==> src/logic/sepfp_regs.vh <==
`ifndef SEPFP_REGS_VH
`define SEPFP_REGS_VH

// Packet kinds selected at start
`define SEPFP_KIND_DAY1        2'h0
`define SEPFP_KIND_DAY2        2'h1
`define SEPFP_KIND_NIGHT       2'h2
`define SEPFP_KIND_ENG         2'h3

// Field geometry, all positions are whole-packet bit numbers
`define SEPFP_FIELD_START      13'h0090
`define SEPFP_SCI_ITEM_BITS    4'hc
`define SEPFP_ENG_ITEM_BITS    4'h8
`define SEPFP_FILL_BITS        4'hc
`define SEPFP_FILL_VALUE       12'h000

// Daytime science: 5 views of 83 items, 415 words in all
`define SEPFP_DAY_VIEWS        4'h5
`define SEPFP_DAY_ITEMS_VIEW   7'h53
`define SEPFP_DAY1_FIRST_VIEW  4'h1
`define SEPFP_DAY2_FIRST_VIEW  4'h6
`define SEPFP_DAY_LAST_BIT     13'h1403

// Night science: 10 views of bands 20..36, then one fill word
`define SEPFP_NIGHT_VIEWS      4'ha
`define SEPFP_NIGHT_ITEMS_VIEW 7'h11
`define SEPFP_NIGHT_BAND_FIRST 6'h14
`define SEPFP_NIGHT_SAMPLE     3'h1
`define SEPFP_NIGHT_LAST_BIT   13'h0893

// Engineering: 10 groups of 55 offset words, 550 words in all
`define SEPFP_ENG_GROUPS       4'ha
`define SEPFP_ENG_GROUP_WORDS  6'h37
`define SEPFP_ENG_LAST_BIT     13'h11bf

`endif

==> src/logic/sepfp_packer.v <==
// Notes on behaviour
// - A second daytime field is 4980 bits of 12-bit items ending at packet bit 5123.
// - The second daytime packet carries views 6 to 10 as 415 twelve-bit words.
// - The night field is 171 twelve-bit words, 2052 bits, with 12 fill bits after the last item.
// - With the fill, the night field ends at packet bit 2195.
// - Item positions are whole-packet bit numbers, not offsets into the field.
// - Night items start at bit 144, views 1 to 10, bands 20 to 36 ascending, det = view, sample 1.
// - The first engineering field carries 550 eight-bit restore offsets, 4400 bits.
// - Engineering word N starts at packet bit 144 + 8N, in ascending word order.
// - Each 55-word group holds bands 1-2 x4, 3-7 x2, 8-30 x1 with 13/14 split, 31-36 post/pre.
// - Detector indices advance per group by 4, 2 or 1 according to the band's detector count.
// - The first daytime packet carries views 1 to 5.

`include "sepfp_regs.vh"

module sepfp_packer (
  input  wire        i_clk,
  input  wire        i_resetn,
  input  wire        i_start,
  input  wire [1:0]  i_kind,
  input  wire        i_smp_valid,
  input  wire [11:0] i_smp_data,
  output reg         o_busy_q,
  output reg         o_done_q,
  output reg         o_req_valid_q,
  output reg  [1:0]  o_req_kind_q,
  output reg  [3:0]  o_req_view_q,
  output reg  [6:0]  o_req_item_q,
  output reg  [5:0]  o_req_band_q,
  output reg  [5:0]  o_req_det_q,
  output reg  [2:0]  o_req_sample_q,
  output reg         o_req_gain_high_q,
  output reg         o_req_preamp_q,
  output reg  [9:0]  o_req_word_q,
  output wire        o_bit_q,
  output wire        o_bit_valid_q,
  output wire [12:0] o_bit_pos_q,
  output wire        o_bit_last_q
);

  localparam [5:0] ST_IDLE = 6'b000001;
  localparam [5:0] ST_PREP = 6'b000010;
  localparam [5:0] ST_REQ  = 6'b000100;
  localparam [5:0] ST_SEND = 6'b001000;
  localparam [5:0] ST_FILL = 6'b010000;
  localparam [5:0] ST_WAIT = 6'b100000;

  reg  [5:0]  state_q;
  reg  [1:0]  kind_q;
  reg  [3:0]  view_q;
  reg  [6:0]  item_q;
  reg  [3:0]  group_q;
  reg  [5:0]  row_q;
  reg  [9:0]  word_q;
  reg  [12:0] pos_q;
  reg         ld_q;
  reg  [11:0] ld_data_q;
  reg  [3:0]  ld_width_q;
  reg  [12:0] ld_pos_q;
  reg         ld_last_q;

  wire [5:0]  eng_band;
  wire [5:0]  eng_det;
  wire        eng_gain_high;
  wire        eng_preamp;
  wire        ser_done;

  wire        is_eng   = (kind_q == `SEPFP_KIND_ENG);
  wire        is_night = (kind_q == `SEPFP_KIND_NIGHT);

  // Opening view of a science field; engineering ignores it
  function [3:0] first_view;
    input [1:0] kind;
    begin
      if (kind == `SEPFP_KIND_DAY2) begin
        first_view = `SEPFP_DAY2_FIRST_VIEW;
      end else begin
        first_view = `SEPFP_DAY1_FIRST_VIEW;
      end
    end
  endfunction

  // Next item start, one item width further along the packet
  function [12:0] step_pos;
    input [12:0] pos;
    input [3:0]  width;
    begin
      step_pos = pos + {9'h000, width};
    end
  endfunction

  function is_view_end;
    input [6:0] item;
    input [6:0] per;
    begin
      is_view_end = (item == per - 7'h01);
    end
  endfunction

  // Last item of the field for the packet kind in progress
  function last_item;
    input [1:0] kind;
    input [3:0] view;
    input [6:0] item;
    input [3:0] group;
    input [5:0] row;
    begin
      if (kind == `SEPFP_KIND_ENG) begin
        last_item = (group == `SEPFP_ENG_GROUPS - 4'h1) &&
                    (row == `SEPFP_ENG_GROUP_WORDS - 6'h01);
      end else if (kind == `SEPFP_KIND_NIGHT) begin
        last_item = (view == `SEPFP_NIGHT_VIEWS) &&
                    is_view_end(item, `SEPFP_NIGHT_ITEMS_VIEW);
      end else if (kind == `SEPFP_KIND_DAY2) begin
        last_item = (view == `SEPFP_DAY2_FIRST_VIEW + `SEPFP_DAY_VIEWS - 4'h1) &&
                    is_view_end(item, `SEPFP_DAY_ITEMS_VIEW);
      end else begin
        last_item = (view == `SEPFP_DAY1_FIRST_VIEW + `SEPFP_DAY_VIEWS - 4'h1) &&
                    is_view_end(item, `SEPFP_DAY_ITEMS_VIEW);
      end
    end
  endfunction

  wire at_last = last_item(kind_q, view_q, item_q, group_q, row_q);

  // Items per view depend on whether this is a day or night field
  function [6:0] items_per_view;
    input [1:0] kind;
    begin
      if (kind == `SEPFP_KIND_NIGHT) begin
        items_per_view = `SEPFP_NIGHT_ITEMS_VIEW;
      end else begin
        items_per_view = `SEPFP_DAY_ITEMS_VIEW;
      end
    end
  endfunction

  wire [6:0] items_view = items_per_view(kind_q);

  sepfp_eng_map u_map (
    .i_group     (group_q),
    .i_row       (row_q),
    .o_band      (eng_band),
    .o_det       (eng_det),
    .o_gain_high (eng_gain_high),
    .o_preamp    (eng_preamp)
  );

  sepfp_serializer u_ser (
    .i_clk         (i_clk),
    .i_resetn      (i_resetn),
    .i_load        (ld_q),
    .i_data        (ld_data_q),
    .i_width       (ld_width_q),
    .i_pos         (ld_pos_q),
    .i_last        (ld_last_q),
    .o_bit_q       (o_bit_q),
    .o_bit_valid_q (o_bit_valid_q),
    .o_bit_pos_q   (o_bit_pos_q),
    .o_bit_last_q  (o_bit_last_q),
    .o_done_q      (ser_done)
  );

  always @(posedge i_clk or negedge i_resetn) begin
    if (!i_resetn) begin
      state_q           <= ST_IDLE;
      kind_q            <= `SEPFP_KIND_DAY1;
      view_q            <= 4'h0;
      item_q            <= 7'h00;
      group_q           <= 4'h0;
      row_q             <= 6'h00;
      word_q            <= 10'h000;
      pos_q             <= `SEPFP_FIELD_START;
      ld_q              <= 1'b0;
      ld_data_q         <= 12'h000;
      ld_width_q        <= 4'h0;
      ld_pos_q          <= 13'h0000;
      ld_last_q         <= 1'b0;
      o_busy_q          <= 1'b0;
      o_done_q          <= 1'b0;
      o_req_valid_q     <= 1'b0;
      o_req_kind_q      <= `SEPFP_KIND_DAY1;
      o_req_view_q      <= 4'h0;
      o_req_item_q      <= 7'h00;
      o_req_band_q      <= 6'h00;
      o_req_det_q       <= 6'h00;
      o_req_sample_q    <= 3'h0;
      o_req_gain_high_q <= 1'b0;
      o_req_preamp_q    <= 1'b0;
      o_req_word_q      <= 10'h000;
    end else begin
      ld_q     <= 1'b0;
      o_done_q <= 1'b0;
      case (state_q)
        ST_IDLE: begin
          if (i_start) begin
            kind_q   <= i_kind;
            view_q   <= first_view(i_kind);
            item_q   <= 7'h00;
            group_q  <= 4'h0;
            row_q    <= 6'h00;
            word_q   <= 10'h000;
            pos_q    <= `SEPFP_FIELD_START;
            o_busy_q <= 1'b1;
            state_q  <= ST_PREP;
          end
        end

        ST_PREP: begin
          // Descriptor is built from settled counters so every request output is a flop
          o_req_valid_q     <= 1'b1;
          o_req_kind_q      <= kind_q;
          o_req_view_q      <= is_eng ? 4'h0 : view_q;
          o_req_item_q      <= is_eng ? 7'h00 : item_q;
          o_req_word_q      <= is_eng ? word_q : 10'h000;
          o_req_gain_high_q <= is_eng ? eng_gain_high : 1'b0;
          o_req_preamp_q    <= is_eng ? eng_preamp : 1'b0;
          if (is_eng) begin
            o_req_band_q   <= eng_band;
            o_req_det_q    <= eng_det;
            o_req_sample_q <= 3'h0;
          end else if (is_night) begin
            o_req_band_q   <= `SEPFP_NIGHT_BAND_FIRST + item_q[5:0];
            o_req_det_q    <= {2'b00, view_q};
            o_req_sample_q <= `SEPFP_NIGHT_SAMPLE;
          end else begin
            // Day items are named by view and slot; the source resolves band
            o_req_band_q   <= 6'h00;
            o_req_det_q    <= 6'h00;
            o_req_sample_q <= 3'h0;
          end
          state_q <= ST_REQ;
        end

        ST_REQ: begin
          if (i_smp_valid) begin
            o_req_valid_q <= 1'b0;
            ld_q          <= 1'b1;
            ld_pos_q      <= pos_q;
            if (is_eng) begin
              ld_data_q  <= {i_smp_data[7:0], 4'h0};
              ld_width_q <= `SEPFP_ENG_ITEM_BITS;
              pos_q      <= step_pos(pos_q, `SEPFP_ENG_ITEM_BITS);
            end else begin
              ld_data_q  <= i_smp_data;
              ld_width_q <= `SEPFP_SCI_ITEM_BITS;
              pos_q      <= step_pos(pos_q, `SEPFP_SCI_ITEM_BITS);
            end
            // Night field carries on into the fill, so its last bit is there
            ld_last_q <= at_last && !is_night;
            state_q   <= ST_SEND;
          end
        end

        ST_SEND: begin
          if (ser_done) begin
            if (at_last) begin
              if (is_night) begin
                ld_q       <= 1'b1;
                ld_data_q  <= `SEPFP_FILL_VALUE;
                ld_width_q <= `SEPFP_FILL_BITS;
                ld_pos_q   <= pos_q;
                ld_last_q  <= 1'b1;
                pos_q      <= step_pos(pos_q, `SEPFP_FILL_BITS);
                state_q    <= ST_FILL;
              end else begin
                o_busy_q <= 1'b0;
                o_done_q <= 1'b1;
                state_q  <= ST_IDLE;
              end
            end else begin
              if (is_eng) begin
                word_q <= word_q + 10'h001;
                if (row_q == `SEPFP_ENG_GROUP_WORDS - 6'h01) begin
                  row_q   <= 6'h00;
                  group_q <= group_q + 4'h1;
                end else begin
                  row_q <= row_q + 6'h01;
                end
              end else if (is_view_end(item_q, items_view)) begin
                item_q <= 7'h00;
                view_q <= view_q + 4'h1;
              end else begin
                item_q <= item_q + 7'h01;
              end
              state_q <= ST_PREP;
            end
          end
        end

        ST_FILL: begin
          // One idle cycle lets the serializer take the fill word
          state_q <= ST_WAIT;
        end

        ST_WAIT: begin
          if (ser_done) begin
            o_busy_q <= 1'b0;
            o_done_q <= 1'b1;
            state_q  <= ST_IDLE;
          end
        end

        default: begin
          state_q <= ST_IDLE;
        end
      endcase
    end
  end

endmodule // sepfp_packer

==> src/logic/sepfp_eng_map.v <==
`include "sepfp_regs.vh"

// Maps an engineering word (group, row in group) to band and detector
module sepfp_eng_map (
  input  wire [3:0] i_group,
  input  wire [5:0] i_row,
  output reg  [5:0] o_band,
  output reg  [5:0] o_det,
  output reg        o_gain_high,
  output reg        o_preamp
);

  reg [5:0] rel;

  always @* begin
    rel         = 6'h00;
    o_band      = 6'h00;
    o_det       = 6'h00;
    o_gain_high = 1'b0;
    o_preamp    = 1'b0;
    if (i_row < 6'h08) begin
      // Four-detector bands 1 and 2
      o_band = (i_row < 6'h04) ? 6'h01 : 6'h02;
      o_det  = {i_group, 2'b00} + {4'h0, i_row[1:0]} + 6'h01;
    end else if (i_row < 6'h12) begin
      // Two-detector bands 3..7
      rel    = i_row - 6'h08;
      o_band = 6'h03 + {1'b0, rel[5:1]};
      o_det  = {1'b0, i_group, 1'b0} + {5'h00, rel[0]} + 6'h01;
    end else if (i_row < 6'h2b) begin
      // Single-detector bands 8..30, with 13 and 14 split by gain
      rel   = i_row - 6'h12;
      o_det = {2'b00, i_group} + 6'h01;
      if (rel < 6'h05) begin
        o_band = 6'h08 + rel;
      end else if (rel < 6'h09) begin
        o_band      = (rel < 6'h07) ? 6'h0d : 6'h0e;
        o_gain_high = ~rel[0];
      end else begin
        o_band = 6'h0f + (rel - 6'h09);
      end
    end else begin
      // Bands 31..36, post-amplifier word before pre-amplifier word
      rel      = i_row - 6'h2b;
      o_band   = 6'h1f + {1'b0, rel[5:1]};
      o_preamp = rel[0];
      o_det    = {2'b00, i_group} + 6'h01;
    end
  end

endmodule // sepfp_eng_map

==> src/logic/sepfp_serializer.v <==
`include "sepfp_regs.vh"

// Shifts one left-aligned item out MSB first, tagging each bit with its packet position
module sepfp_serializer (
  input  wire        i_clk,
  input  wire        i_resetn,
  input  wire        i_load,
  input  wire [11:0] i_data,
  input  wire [3:0]  i_width,
  input  wire [12:0] i_pos,
  input  wire        i_last,
  output reg         o_bit_q,
  output reg         o_bit_valid_q,
  output reg  [12:0] o_bit_pos_q,
  output reg         o_bit_last_q,
  output reg         o_done_q
);

  reg [11:0] sh_q;
  reg [3:0]  cnt_q;
  reg [12:0] pos_q;
  reg        last_q;

  always @(posedge i_clk or negedge i_resetn) begin
    if (!i_resetn) begin
      sh_q          <= 12'h000;
      cnt_q         <= 4'h0;
      pos_q         <= 13'h0000;
      last_q        <= 1'b0;
      o_bit_q       <= 1'b0;
      o_bit_valid_q <= 1'b0;
      o_bit_pos_q   <= 13'h0000;
      o_bit_last_q  <= 1'b0;
      o_done_q      <= 1'b0;
    end else begin
      o_bit_valid_q <= 1'b0;
      o_bit_last_q  <= 1'b0;
      o_done_q      <= 1'b0;
      if (i_load) begin
        sh_q   <= i_data;
        cnt_q  <= i_width;
        pos_q  <= i_pos;
        last_q <= i_last;
      end else if (cnt_q != 4'h0) begin
        o_bit_q       <= sh_q[11];
        o_bit_valid_q <= 1'b1;
        o_bit_pos_q   <= pos_q;
        pos_q         <= pos_q + 13'h0001;
        sh_q          <= {sh_q[10:0], 1'b0};
        cnt_q         <= cnt_q - 4'h1;
        if (cnt_q == 4'h1) begin
          o_done_q     <= 1'b1;
          o_bit_last_q <= last_q;
        end
      end
    end
  end

endmodule // sepfp_serializer

==> config.mk <==
export PLATFORM = sky130hd
export DESIGN_NAME = sepfp_packer
export DESIGN_NICKNAME = d
export VERILOG_FILES = /design/src/logic/sepfp_packer.v /design/src/logic/sepfp_eng_map.v /design/src/logic/sepfp_serializer.v
export VERILOG_INCLUDE_DIRS = /design/src /design/src/logic
export SDC_FILE = /design/constraint.sdc
export NUM_CORES = 1
export LEC_CHECK = 0
export ABC_AREA = 1
export BUFFER_PORTS_ARGS = -buffer_cell sky130_fd_sc_hd__buf_2
export CAP_MARGIN = 10
export CORE_MARGIN = 1.5
export CORE_UTILIZATION = 27
export DETAILED_ROUTE_END_ITERATION = 10
export SLEW_MARGIN = 20
export SYNTH_ARGS = -nofsm -noshare
export SYNTH_HDL_FRONTEND = slang
export SYNTH_SLANG_ARGS = --single-unit
==> constraint.sdc <==
create_clock -name i_clk -period 4.2 [get_ports i_clk]
set_input_delay 0 -clock i_clk [delete_from_list [all_inputs] [get_ports i_clk]]
set_output_delay 0 -clock i_clk [all_outputs]
set_load 0.1 [all_outputs]
======== Yosys cells after proc, flatten, opt, wreduce, memory -nomap -nowiden ========
Index checks and enable logic that the tools add are counted.
storage, ports and cells
  register bits after elaboration ......... 173
  word-level logic and storage cells ...... 251
cells by class
  multiplexer cells ....................... 130
  add/subtract/negate cells ............... 24
  magnitude comparators ................... 7
  bitwise operators ....................... 2
  reduce and logical (&&, ||, !) cells .... 24
  equal/unequal tests ..................... 30
operator list
  cell                                                                   number
  13-bit 2-to-1 mux                                                      12
  6-bit 2-to-1 mux                                                       20
  12-bit 2-to-1 mux                                                      7
  4-bit 2-to-1 mux                                                       18
  10-bit 2-to-1 mux                                                      5
  7-bit 2-to-1 mux                                                       7
  1-bit 2-to-1 mux                                                       41
  13-bit one-hot mux with 3 select lines                                 1
  6-bit one-hot mux with 6 select lines                                  1
  13-bit by 4-bit adder with 13-bit output (second input constant)       2
  13-bit one-hot mux with 2 select lines                                 1
  12-bit one-hot mux with 2 select lines                                 1
  4-bit one-hot mux with 2 select lines                                  3
  6-bit AND reduction                                                    4
  2-bit != test (second input constant)                                  10
  10-bit one-hot mux with 2 select lines                                 1
  6-bit by 1-bit adder with 6-bit output (second input constant)         3
  6-bit by 3-bit < comparator with 1-bit output (second input constant)  3
  5-bit AND reduction                                                    3
  7-bit one-hot mux with 2 select lines                                  1
  13-bit by 1-bit adder with 13-bit output (second input constant)       1
  4-bit by 6-bit adder with 6-bit output (first input constant)          2
  6-bit equality test (second input constant)                            2
  6-bit by 4-bit < comparator with 1-bit output (second input constant)  2
  other kinds (44)                                                       66

======== Depth between registers and ports, before layout ========
  depth after elaboration ................. 9
  depth in mapped cells ................... 18

======== Hierarchy ========
A second synthesis with hierarchy kept.
second synthesis, totals
  cells, all modules ...................... 1248
  area total of the unflattened synthesis .. 9826.9 sq um
by module, submodules not included
  module            instances  seq. area each (sq um)  area an instance (sq um)  cells each
  sepfp_packer      1          2956.6                  6495.0                    810
  sepfp_serializer  1          1176.1                  2272.2                    267
  sepfp_eng_map     1          0.0                     1059.8                    171

======== Least setup slack after synthesis ========
OpenSTA, ideal clock, no wires.
  path kind ............................... flip-flop to flip-flop
  start point ............................. register row_q[3]
  end point ............................... register o_req_band_q[2]
  path buffers ............................ 0
  stages on the path, launching flop included .. 14
  required time ........................... 4077 ps
  data arrival time ....................... 1871 ps
  slack ................................... 2207 ps
  cell sequence ........................... dfrtp_1 -> inv_1 -> ha_1 -> nand2_2 -> nand2_1 -> nand2_1 -> nand2_1 -> nand4_1 -> nand2_1 -> o21ai_0 -> nor2_1 -> o21bai_1 -> nand3_1 -> nand2_1
between the ends
  longest elaborated chain between the ends .. 8
ends and longest elaborated chain
  what                                           RTL line            RTL
  from (decl)                                    sepfp_packer.v:53   reg [5:0] row_q;
  from (signal assigned)                         sepfp_packer.v:278  row_q <= row_q + 6'h01;
  6-bit by 5-bit subtractor with 6-bit output    sepfp_eng_map.v:32  rel = i_row - 6'h12;
  6-bit by 4-bit < comparator with 1-bit output  sepfp_eng_map.v:36  end else if (rel < 6'h09) begin
  6-bit 2-to-1 mux                               sepfp_eng_map.v:36
  6-bit 2-to-1 mux                               sepfp_eng_map.v:34  if (rel < 6'h05) begin
  6-bit 2-to-1 mux                               sepfp_eng_map.v:30  end else if (i_row < 6'h2b) begin
  6-bit 2-to-1 mux                               sepfp_eng_map.v:25  end else if (i_row < 6'h12) begin
  6-bit 2-to-1 mux *                             sepfp_eng_map.v:21  if (i_row < 6'h08) begin
  6-bit 2-to-1 mux *                             sepfp_packer.v:218  if (is_eng) begin
  to (signal assigned)                           sepfp_packer.v:219  o_req_band_q <= eng_band;
  to (signal assigned)                           sepfp_packer.v:223  o_req_band_q <= `SEPFP_NIGHT_BAND_FIRST + item_q[5:0];
  to (decl)                                      sepfp_packer.v:29   output reg [5:0] o_req_band_q,
Every way passes the cells marked *; elsewhere a longest branch is shown, timed or not.
A chain may end at the register's enable or synchronous reset.

======== Worst setup path after layout ========
  start point ............................. register state_q[4]
  end point ............................... register ld_data_q[9]
between the ends
  longest elaborated chain between the ends .. 3
ends and longest elaborated chain
  what                                                                                                                     RTL line            RTL
  from (decl)                                                                                                              sepfp_packer.v:48   reg [5:0] state_q;
  from (signal assigned)                                                                                                   sepfp_packer.v:166  state_q <= ST_IDLE;
  from (signal assigned)                                                                                                   sepfp_packer.v:205  state_q <= ST_PREP;
  from (signal assigned)                                                                                                   sepfp_packer.v:232  state_q <= ST_REQ;
  6-bit by 4-bit equality test with 1-bit output / 6-bit by 3-bit equality test with 1-bit output (equally long branches)  sepfp_packer.v:194  case (state_q)
  2-bit != test (no line) (tied with other cells)                                                                          -
  5-bit AND reduction (no line)                                                                                            -
  to (signal assigned)                                                                                                     sepfp_packer.v:241  ld_data_q <= {i_smp_data[7:0], 4'h0};
  to (signal assigned)                                                                                                     sepfp_packer.v:245  ld_data_q <= i_smp_data;
  to (signal assigned)                                                                                                     sepfp_packer.v:260  ld_data_q <= `SEPFP_FILL_VALUE;
  to (decl)                                                                                                                sepfp_packer.v:57   reg [11:0] ld_data_q;
Parallel ways exist; a longest one is shown, timed or not.

==> flow_summary.ini <==
[status]
status = completed

[synthesis]
synthArstFlopShare_pct = 100
postSynthAreaPerCell_um2 = 8.04
synthCells = 1140
ys_seq_area_share_pct = 45.1
synth_edf_count = 0
ys_types = 56
synth-xor-area-share_pct = 3.34
synthSimpleGateAreaFrac_pct = 24.1
ys_ff_latch = 165
synthMuxAreaShare_pct = 0.123
synth_top_family_by_area = simple AND/OR/NAND/NOR gates
ys.flop_type = dfrtp_1
synth_fa_ha_area_share_pct = 4.91
synth_compound_area_share_pct = 14.1
synth_area_um2 = 9170
ys_warn_count = 0

[cts]
hold_buffers = 18
clkLatencyLatePin_ps = 440
root_buffer = clkbuf_16
post_cts_buffers = 0
cts-htree-levels = 4
clock_path_buffers = 2
ctsResizeCount = 0
cts_tree = built
cts_sinks = 165
clkTransAtPathRegs_ps = 70
cts_made_buffers = 17

[sta]
finalSetupViolCount = 0
timing.setup.tns_ps = 0
relSlewSlack_pct = 37.0
min_period_ps = 3170
hold_violations = 0
slew_viol_final = 0
tightest_slew_ps = 939
period_share_pct = 75.5
fmax_mhz = 315
worst_clock_skew_ps = 11.9
rsz0062_at_grt = no

[power_and_ir_drop]
comb_power_share_pct = 41.8
pwr-share-seq_pct = 33.9
power.density_nw_per_um2 = 636
vdd_drop_max_mv = 0.479
switching_power_uw = 3310
p_total_uw = 6810
p_clk_share_pct = 24.3
p_leak_uw = 0.00510
cell_internal_pwr_uw = 3510
sw_frac_of_total_pct = 48.5

[routing]
drt-total-wl_um = 23900
via_count = 7769
drc = 0
wl_per_cell_um = 14.3
ant_nets = 0
firstDrtPassIters = 5
drt_iter0_markers = 556
drt-vias-per-instance = 4.65

[final_layout]
drive_above_1_share_pct = 13.0
fill_cells = 3514
area_delta_synth_final_pct = 16.9
insertedDiodeCount = 0
fin_util_pct = 32.1
final_nets = 1265
final_common_cell = nand2_1
final_cell_mix = 304 x nand2_1, 162 x dfrtp_1, 124 x inv_1

[grt]
grt.total_usage_pct = 13.8
grt_overflow = 0
grt_pass1_wl_um = 39200
antenna_found_initial = 0
grt_pass1_vias = 7451
grt_max_degree = 109

[placed_design]
dp_hpwl_um = 17000
gp_congestion = 0.863
io_buffers = 74

[critical_path]
crit_slowest_cell = dlygate4sd3_1
r2r_end = ld_data_q[9]
worst-path-buf-inv = 5
path_max_fanout = 33
cp.required_ps = 4520
r2r-start = state_q[4]
slowest_delay_ps = 560
timing.critical_path.cells = inv_1 -> nand2_1 -> inv_1 -> nand4_4 -> inv_4 -> nand2_1 -> nand2_1 -> nor2_2 -> nand2_4 -> inv_2 -> nand4_1 -> nand3_1 -> dlygate4sd3_1
critPathMostFrequentCell = nand2_1
arrival_ps = 3500
worstSetupPathType = flip-flop to flip-flop
critical_path.startpoint_type = flip-flop
r2r_slack_ps = 1030
reg2regPathDepth = 13
critical_path.top_delay_family = buffers and inverters
end_kind = flip-flop

[die]
dieArea_um2 = 35100
io_pins = 77
core-area_um2 = 33400
dieWidth_um = 187
die_h_um = 187
row_count = 67
start_util_pct = 27.4

[min_path]
hp-class = input pin to async pin

[run]
max-cap-violations = 0
-- layer usage --
layer | part of all wire [%] | up-vias | wire length (µm) | GRT usage, %
met4 | 1.7 | 0 | 396 | 4.03
met2 | 45 | 173 | 10700 | 21.6
met1 | 49 | 3685 | 11600 | 19.1
met3 | 4.7 | 27 | 1130 | 2.83
li1 | - | 3884 | - | -
met5 | 0 | - | 0 | 0
-- worst max path at each step --
stage | startpoint | to | slack, ps | cells after the start
5_1_grt | state_q[5] | ld_data_q[10] | 730 | 13
6_report | state_q[4] | ld_data_q[9] | 1030 | 13
3_5_place_dp | state_q[4] | word_q[6] | 1480 | 9
2_1_floorplan | row_q[3] | o_req_band_q[2] | 2210 | 13
4_1_cts | state_q[4] | ld_data_q[10] | 1060 | 13
3_3_place_gp | state_q[4] | row_q[5] | 1550 | 10
-- power groups by stage --
stage,logic (µW),clock network (µW),registers (µW)
floorplan,1350,0,3240
global placement,2770,0,2320
detailed placement,2800,0,2330
CTS,2850,1680,2310
global route,3100,1740,2370
finish,2850,1660,2310
-- kinds of logic after synthesis --
| logic type | count (synthesis) |
|---|---|
| buffers and inverters | 180 |
| multiplexers | 1 |
| AO/OA/AOI/OAI | 216 |
| XOR/XNOR | 35 |
| other | 1 |
| adder cells (fa/ha/maj) | 36 |
| flip-flops | 165 |
| AND/OR/NAND/NOR | 506 |
-- through the flow --
step           worst slack, ps  cell area, µm²  cells  hold slack [ps]
3_3_place_gp              1550            9900   1622              223
6_report                  1030           10700   1672              204
5_1_grt                    733           10700   1672              334
4_1_cts                   1060           10700   1672              308
3_5_place_dp              1480            9900   1622              215
2_1_floorplan             2210            9170   1141             -296
-- flip-flops by register name (all words and copies together) (netlist names), 4 cells and up --
register	cells
word_q	10
u_ser.sh_q	12
row_q	6
group_q	4
view_q	4
item_q	7
o_req_band_q	6
o_req_item_q	7
o_req_view_q	4
ld_data_q	12
ld_pos_q	11
o_req_word_q	10
state_q	6
o_req_det_q	6
u_ser.pos_q	13
u_ser.o_bit_pos_q	13
u_ser.cnt_q	4
pos_q	11
-- cell type report --
cell class / instances / area, µm² / area share (%)
flip-flops and latches: 165 / 4130 / 38.6
multi-input cells: 796 / 4290 / 40.0
well taps: 448 / 561 / 5.23
inverters: 133 / 507 / 4.73
repair buffers: 98 / 604 / 5.64
clock buffers: 17 / 425 / 3.97
clock inverters: 15 / 201 / 1.88
-- synth_stat cells, types with 3 or more instances --
cell type / count / area, µm²
nand2_1: 304 / 1140
dfrtp_1: 162 / 4050
inv_1: 124 / 465
o21ai_0: 106 / 531
nor2_1: 67 / 251
nand3_1: 66 / 330
ha_1: 36 / 450
a21oi_1: 32 / 160
xor2_1: 28 / 245
clkbuf_1: 23 / 86.3
nand4_1: 17 / 106
nor3_1: 14 / 70.1
o31ai_1: 13 / 97.6
or2_2: 12 / 75.1
o211ai_1: 11 / 82.6
o22ai_1: 11 / 68.8
o21ai_1: 9 / 45.0
o221ai_1: 9 / 78.8
buf_4: 7 / 52.6
xnor2_1: 7 / 61.3
buf_2: 6 / 30.0
buf_1: 5 / 18.8
buf_6: 5 / 56.3
inv_2: 5 / 18.8
o21ai_2: 5 / 43.8
nand3b_1: 4 / 30.0
o2111ai_1: 4 / 35.0
a32o_1: 3 / 30.0
and3_1: 3 / 18.8
dfstp_2: 3 / 78.8
inv_4: 3 / 18.8
nand2_4: 3 / 33.8
nor2_2: 3 / 18.8
nor4_1: 3 / 18.8
(Power assumes the default switching activity.)
